<file path="config.mk">
export PLATFORM = sky130hd
export DESIGN_NAME = wcqos_regs
export DESIGN_NICKNAME = d
export VERILOG_FILES = /design/src/pkg/wcqos_pkg.sv /design/src/logic/wcqos_regs.sv
export SDC_FILE = /design/constraint.sdc
export NUM_CORES = 1
export LEC_CHECK = 0
export BUFFER_PORTS_ARGS = -buffer_cell sky130_fd_sc_hd__buf_4
export CAP_MARGIN = 10
export CORE_MARGIN = 5
export CORE_UTILIZATION = 46
export DETAILED_ROUTE_END_ITERATION = 10
export GPL_ROUTABILITY_DRIVEN = 0
export PLACE_DENSITY = 0.77
export SLEW_MARGIN = 20
export SYNTH_ARGS = -nofsm -noshare
export SYNTH_HDL_FRONTEND = slang
export SYNTH_SLANG_ARGS = --single-unit
export TNS_END_PERCENT = 30
</file>
<file path="constraint.sdc">
create_clock -name pclk -period 1.72 [get_ports pclk]
set_input_delay 0.086 -clock pclk [delete_from_list [all_inputs] [get_ports pclk]]
set_output_delay 0.086 -clock pclk [all_outputs]
set_load 0.05 [all_outputs]
</file>
<file path="src/pkg/wcqos_pkg.sv">
// ****************************************************************
// walk cache and qos configuration constants
// ****************************************************************
package wcqos_pkg;

    // register byte addresses
    localparam logic [16:0] WCQOS_CTRL_ADDR = 17'h0_8e00;
    localparam logic [16:0] WCQOS_QOS_ADDR = 17'h0_8e04;
    localparam int WCQOS_MIN_ADDR_W = 17;

    // reset values
    localparam logic [31:0] WCQOS_CTRL_RESET = 32'h0000_0000;
    localparam logic [31:0] WCQOS_QOS_RESET = 32'h0000_0000;

    // walk cache control fields
    localparam int WCQOS_S2_OFF_LSB = 12;
    localparam int WCQOS_S1_OFF_LSB = 8;
    localparam int WCQOS_AUX_LSB = 0;
    localparam int WCQOS_AUX_W = 8;
    localparam int WCQOS_LEVELS = 4;

    // qos fields
    localparam int WCQOS_QOS_W = 4;
    localparam int WCQOS_SYNC_LSB = 24;
    localparam int WCQOS_MSI_LSB = 20;
    localparam int WCQOS_QUEUE_LSB = 16;
    localparam int WCQOS_WALK_LSB = 0;
    localparam int WCQOS_QOS_USED_W = 28;

    // apb protection bit that marks a non-secure access
    localparam int WCQOS_PPROT_NS_BIT = 1;

    // outgoing transaction kinds on the walk master port
    typedef enum logic [1:0] {
        WCQOS_TXN_WALK,
        WCQOS_TXN_QUEUE,
        WCQOS_TXN_MSI,
        WCQOS_TXN_SYNC
    } wcqos_txn_e;

    // apb answer phases
    typedef enum logic {
        WCQOS_APB_IDLE,
        WCQOS_APB_DONE
    } wcqos_apb_e;

endpackage : wcqos_pkg

</file>
<file path="src/logic/wcqos_regs.sv">
// Contract
// - ctrl bits 15:12 turn off stage2 caches
// - ctrl bits 11:8 turn off stage1 caches
// - drive configured qos per issued transaction
// - bits 27:24 qos for sync completions
// - bits 23:20 qos for interrupt writes
// - bits 19:16 qos for queue accesses
// - walk qos chosen by node priority field
// - non-secure access gated to zero/ignored unless nonsecure_tuning_access is set
// - qos writes only with both enables clear
// - qos reflects only own type or priority
// - ctrl shares the same write lockout
`timescale 1ns/1ps
`default_nettype none

module wcqos_regs
    import wcqos_pkg::*;
#(
    parameter int ADDR_W = 17
)
(
    // clock, reset, enable
    input wire logic pclk,
    input wire logic presetn,
    input wire logic clk_en,

    // apb slave
    input wire logic psel,
    input wire logic penable,
    input wire logic pwrite,
    input wire logic [ADDR_W-1:0] paddr,
    input wire logic [31:0] pwdata,
    input wire logic [3:0] pstrb,
    input wire logic [2:0] pprot,
    output logic [31:0] prdata,
    output logic pready,
    output logic pslverr,

    // security and translation state
    input wire logic nonsecure_tuning_access,
    input wire logic translation_enable_s,
    input wire logic translation_enable_ns,

    // walk cache disables
    output logic [WCQOS_LEVELS-1:0] s1_cache_off,
    output logic [WCQOS_LEVELS-1:0] s2_cache_off,
    output logic [WCQOS_AUX_W-1:0] aux_ctrl,

    // walk master port request side
    input wire logic txn_valid,
    input wire logic [1:0] txn_kind,
    input wire logic [1:0] txn_walk_priority,
    output logic walk_master_port_valid,
    output logic [1:0] walk_master_port_kind,
    output logic [WCQOS_QOS_W-1:0] walk_master_port_axqos
);

    // ****************************************************************
    // elaboration checks
    // ****************************************************************
    if (ADDR_W < WCQOS_MIN_ADDR_W)
    begin : g_bad_addr_w
        $error("address width too small for register map");
    end

    // ****************************************************************
    // registers
    // ****************************************************************
    logic [31:0] ctrl_ff;
    logic [31:0] qos_ff;
    logic [31:0] prdata_ff;
    logic pready_ff;
    logic pslverr_ff;
    wcqos_apb_e apb_state_ff;
    logic txn_valid_ff;
    logic [1:0] txn_kind_ff;
    logic [WCQOS_QOS_W-1:0] axqos_ff;
    logic [WCQOS_LEVELS-1:0] s1_off_ff;
    logic [WCQOS_LEVELS-1:0] s2_off_ff;
    logic [WCQOS_AUX_W-1:0] aux_ff;

    // ****************************************************************
    // decode
    // ****************************************************************
    logic [16:0] addr_low;
    logic hit_ctrl;
    logic hit_qos;
    logic hit_any;
    logic nonsecure;
    logic ns_blocked;
    logic write_unlocked;
    logic access_done;
    logic wr_ctrl;
    logic wr_qos;
    logic [31:0] byte_mask;
    logic [31:0] nxt_ctrl;
    logic [31:0] nxt_qos;
    logic [31:0] nxt_prdata;
    logic [31:0] qos_used_mask;
    logic [WCQOS_QOS_W-1:0] nxt_axqos;

    assign addr_low = paddr[16:0];
    assign hit_ctrl = (addr_low == WCQOS_CTRL_ADDR);
    assign hit_qos = (addr_low == WCQOS_QOS_ADDR);
    assign hit_any = hit_ctrl | hit_qos;
    assign nonsecure = pprot[WCQOS_PPROT_NS_BIT];
    assign ns_blocked = nonsecure & ~nonsecure_tuning_access;
    assign write_unlocked = ~translation_enable_s & ~translation_enable_ns;
    assign access_done = psel & penable & pready_ff;
    assign wr_ctrl = access_done & pwrite & hit_ctrl & ~ns_blocked & write_unlocked;
    assign wr_qos = access_done & pwrite & hit_qos & ~ns_blocked & write_unlocked;
    assign qos_used_mask = {{(32 - WCQOS_QOS_USED_W){1'b0}}, {WCQOS_QOS_USED_W{1'b1}}};

    always_comb
    begin
        byte_mask = {{8{pstrb[3]}}, {8{pstrb[2]}}, {8{pstrb[1]}}, {8{pstrb[0]}}};
        nxt_ctrl = (ctrl_ff & ~byte_mask) | (pwdata & byte_mask);
        nxt_ctrl[31:16] = 16'h0000;
        nxt_qos = ((qos_ff & ~byte_mask) | (pwdata & byte_mask)) & qos_used_mask;
    end

    // ****************************************************************
    // read data
    // ****************************************************************
    always_comb
    begin
        nxt_prdata = 32'h0000_0000;
        if (!ns_blocked)
        begin
            if (hit_ctrl)
            begin
                nxt_prdata = ctrl_ff;
            end
            else if (hit_qos)
            begin
                nxt_prdata = qos_ff & qos_used_mask;
            end
        end
    end

    // ****************************************************************
    // apb handshake
    // ****************************************************************
    always_ff @(posedge pclk or negedge presetn)
    begin
        if (!presetn)
        begin
            apb_state_ff <= WCQOS_APB_IDLE;
            pready_ff <= 1'b0;
            pslverr_ff <= 1'b0;
            prdata_ff <= 32'h0000_0000;
        end
        else if (clk_en)
        begin
            unique case (apb_state_ff)
                WCQOS_APB_IDLE:
                begin
                    if (psel && penable)
                    begin
                        apb_state_ff <= WCQOS_APB_DONE;
                        pready_ff <= 1'b1;
                        pslverr_ff <= ~hit_any;
                        prdata_ff <= pwrite ? 32'h0000_0000 : nxt_prdata;
                    end
                end
                WCQOS_APB_DONE:
                begin
                    apb_state_ff <= WCQOS_APB_IDLE;
                    pready_ff <= 1'b0;
                    pslverr_ff <= 1'b0;
                    prdata_ff <= 32'h0000_0000;
                end
            endcase
        end
    end

    // ****************************************************************
    // walk cache control register
    // ****************************************************************
    always_ff @(posedge pclk or negedge presetn)
    begin
        if (!presetn)
        begin
            ctrl_ff <= WCQOS_CTRL_RESET;
        end
        else if (clk_en && wr_ctrl)
        begin
            ctrl_ff <= nxt_ctrl;
        end
    end

    // ****************************************************************
    // transaction qos register
    // ****************************************************************
    always_ff @(posedge pclk or negedge presetn)
    begin
        if (!presetn)
        begin
            qos_ff <= WCQOS_QOS_RESET;
        end
        else if (clk_en && wr_qos)
        begin
            qos_ff <= nxt_qos;
        end
    end

    // ****************************************************************
    // cache disable outputs
    // ****************************************************************
    always_ff @(posedge pclk or negedge presetn)
    begin
        if (!presetn)
        begin
            s1_off_ff <= '0;
            s2_off_ff <= '0;
            aux_ff <= '0;
        end
        else if (clk_en)
        begin
            s2_off_ff <= ctrl_ff[WCQOS_S2_OFF_LSB +: WCQOS_LEVELS];
            s1_off_ff <= ctrl_ff[WCQOS_S1_OFF_LSB +: WCQOS_LEVELS];
            aux_ff <= ctrl_ff[WCQOS_AUX_LSB +: WCQOS_AUX_W];
        end
    end

    // ****************************************************************
    // qos selection per transaction
    // ****************************************************************
    always_comb
    begin
        nxt_axqos = '0;
        unique case (wcqos_txn_e'(txn_kind))
            WCQOS_TXN_WALK:
            begin
                nxt_axqos = qos_ff[WCQOS_WALK_LSB + WCQOS_QOS_W * txn_walk_priority
                    +: WCQOS_QOS_W];
            end
            WCQOS_TXN_QUEUE:
            begin
                nxt_axqos = qos_ff[WCQOS_QUEUE_LSB +: WCQOS_QOS_W];
            end
            WCQOS_TXN_MSI:
            begin
                nxt_axqos = qos_ff[WCQOS_MSI_LSB +: WCQOS_QOS_W];
            end
            WCQOS_TXN_SYNC:
            begin
                nxt_axqos = qos_ff[WCQOS_SYNC_LSB +: WCQOS_QOS_W];
            end
        endcase
    end

    // ****************************************************************
    // walk master port stage
    // ****************************************************************
    always_ff @(posedge pclk or negedge presetn)
    begin
        if (!presetn)
        begin
            txn_valid_ff <= 1'b0;
            txn_kind_ff <= 2'h0;
            axqos_ff <= '0;
        end
        else if (clk_en)
        begin
            txn_valid_ff <= txn_valid;
            txn_kind_ff <= txn_kind;
            axqos_ff <= txn_valid ? nxt_axqos : '0;
        end
    end

    // ****************************************************************
    // outputs
    // ****************************************************************
    assign prdata = prdata_ff;
    assign pready = pready_ff;
    assign pslverr = pslverr_ff;
    assign s1_cache_off = s1_off_ff;
    assign s2_cache_off = s2_off_ff;
    assign aux_ctrl = aux_ff;
    assign walk_master_port_valid = txn_valid_ff;
    assign walk_master_port_kind = txn_kind_ff;
    assign walk_master_port_axqos = axqos_ff;

endmodule : wcqos_regs

`default_nettype wire

</file>
==> results.json <==
{
  "status": "completed",
  "skew_ps": 8.56,
  "synth_area_mm2": 0.00425,
  "hold_viol_final": 0,
  "rows": 35,
  "combinationalPowerShare": 0.121,
  "clockBufferDepth": 2,
  "routed-wl-met2_um": 5140,
  "clkPwrFrac": 0.329,
  "yosysUniqueCellTypes": 28,
  "die_height_um": 106,
  "dr.max_layer_used": "met4",
  "worstSetupStartpointType": "register",
  "crit_arrival_ps": 1870,
  "wl_per_cell_um": 17.1,
  "grt_pass1_vias": 3279,
  "setup_violations": 0,
  "post_cts.repair.setup_buffers": 0,
  "dp_hpwl_um": 7650,
  "cts.repair.resized": 0,
  "peakVddDrop_mv": 0.369,
  "end_kind": "register",
  "cts_tree": "done",
  "p_sw_frac": 0.262,
  "fin_area_mm2": 0.00584,
  "path_clk_slew_ps": 100,
  "antenna_cells": 0,
  "cts.sinks": 98,
  "synth-seq-cells": 98,
  "grt_first_pass_wirelength_um": 16900,
  "fp.coreArea_mm2": 0.00911,
  "globalRouteTotalUtil": 0.190,
  "grt_max_degree": 45,
  "vias": 3083,
  "drt-vias-per-instance": 5.16,
  "dpl.cell_count": 552,
  "synth_edf_count": 0,
  "criticalPathCategory": "register to register",
  "h-tree-depth": 3,
  "port_buffers": 116,
  "clockRootBuffer": "clkbuf_8",
  "finalPower_mw": 4.26,
  "p_leak_nw": 2.97,
  "finalWorstPathRequiredPeriod_ps": 1620,
  "pwr-share-seq": 0.550,
  "hold_class": "primary input to register",
  "n_fill_cell": 725,
  "crit_slowest_cell": "dfrtp_2",
  "synthCells": 324,
  "area.growth.synth_to_final_pct": 37.3,
  "area.sequential_mm2": 0.00245,
  "synth_flop_cell": "dfrtp_1",
  "ys_async_sr_fraction": 1.00,
  "max_stage_delay_ps": 400,
  "clk_latency_ps": 360,
  "cts_buffers": 9,
  "wl_met3_um": 588,
  "drive_gt1_frac": 0.463,
  "rsz0062_at_grt": "no",
  "stdcell_count": 597,
  "max_freq_ghz": 0.616,
  "dieArea_mm2": 0.0113,
  "fin_ws_ps": 95.8,
  "antenna_found_initial": 0,
  "pre_cts_slack_ps": -114,
  "crit_fanout": 8,
  "drt-total-wl_um": 10200,
  "die_w_um": 106,
  "drtPass1Iterations": 6,
  "wl_met1_um": 4320,
  "slew_violations": 0,
  "start_util": 0.467,
  "p_int_mw": 3.14,
  "switching_power_mw": 1.12,
  "io_pins": 127,
  "path_cells": "nand4_4, nor4_4, buf_4, mux2_2",
  "final_antenna_net_count": 0,
  "period_share": 0.944,
  "power_density_mw_per_mm2": 730,
  "synth-seq-area-share": 0.577,
  "placedInstanceArea_mm2": 0.00536,
  "hold-worst-slack_ps": 49.5,
  "drc_errors": 0,
  "multiInputGateArea_mm2": 0.00171,
  "crit_required_ps": 1960,
  "drtIter0Drc": 101,
  "yosysWarnings": 0,
  "final_nets": 551,
  "syn_area_per_cell_um2": 13.1,
  "overflow": 0,
  "drv_cap": 0
}
-- repair_timing --
item                                    in CTS  in global routing
endpoints found under the setup margin       0                  0
hold endpoints to repair                    78                  0
hold buffers                                29                  0
-- cells in the final DEF (no fill, tap or decap), drive strengths merged --
master and instances:
mux4 4, conb 4, a21o 2, nand2 50
o21ai 33, clkinv 2, and4b 1, nor3 4
o32ai 4, dfrtp 98, a22o 1, nor4 8
nand3 1, nand4bb 1, nand2b 4, mux2i 21
clkbuf 11, mux2 62, nor4b 1, dlygate4sd3 29
buf 133, nand4 2, nor2 2, inv 8
-- power by group through the flow --
stage / registers [mW] / clock network, mW / logic (mW)
after detailed placement: 2.39 / 0 / 0.465
after CTS: 2.35 / 1.46 / 0.518
after global routing: 2.35 / 1.55 / 0.553
after floorplan: 2.46 / 0 / 0.144
final: 2.34 / 1.40 / 0.513
after global placement: 2.39 / 0 / 0.459
-- layer usage --
layer	GRT usage	vias to the layer above
met5	0	-
met4	0.0555	0
met3	0.0455	12
met2	0.315	92
met1	0.248	1520
li1	-	1459
-- per-stage QoR --
step	utilization	TNS, ps
final	0.641	0
after global routing	0.641	0
after CTS	0.641	0
after detailed placement	0.588	-3590
after global placement	0.588	-857
after floorplan	-	-1450
-- cell usage after synthesis, drive strengths merged, types with 5 or more instances --
cell type / number / area share
buf: 9 / 0.012
clkbuf: 10 / 0.0088
dfrtp: 98 / 0.58
inv: 5 / 0.0044
mux2: 62 / 0.16
mux2i: 21 / 0.049
nand2: 50 / 0.044
nor4: 8 / 0.034
o21ai: 33 / 0.039
-- kinds of logic (layout without fill, tap and decap cells) --
family / count (synthesis) / count (layout) / synth area share
buffers and inverters: 24 / 183 / 0.0253
multiplexers: 87 / 87 / 0.235
flip-flops: 98 / 98 / 0.577
other: 1 / 4 / 0.000882
AO/OA/AOI/OAI: 40 / 40 / 0.0527
AND/OR/NAND/NOR: 74 / 74 / 0.109
-- path summary, 6_finish.rpt --
kind / start / end / slack (ps) / depth (start not counted)
worst max register to register: pready / register / 100 / 4
worst min register to register: prdata[25] / prdata[25] / 490 / 2
worst min-delay path: txn_valid / walk_master_port_valid / 50 / 3
min in group asynchronous: presetn / asynchronous set/reset pin / 210 / 2
max in group asynchronous: presetn / prdata[15] / 890 / 3
worst max-delay path: pready / register / 100 / 4
-- final cells by class --
cell class                 instances  share of cell area
multi-input combinational        205               0.293
inverter                           5             0.00322
timing repair buffer             162               0.227
tap                              111              0.0238
clock buffer                      11              0.0242
sequential                        98               0.420
clock inverter                     5             0.00793
-- critical path: cells and delay by family, from the launching register on --
family	cells	cell delay, ps
buf+inv	1	220
flops	1	400
simple gates	2	530
mux	1	350
(Power assumes the default switching activity.)
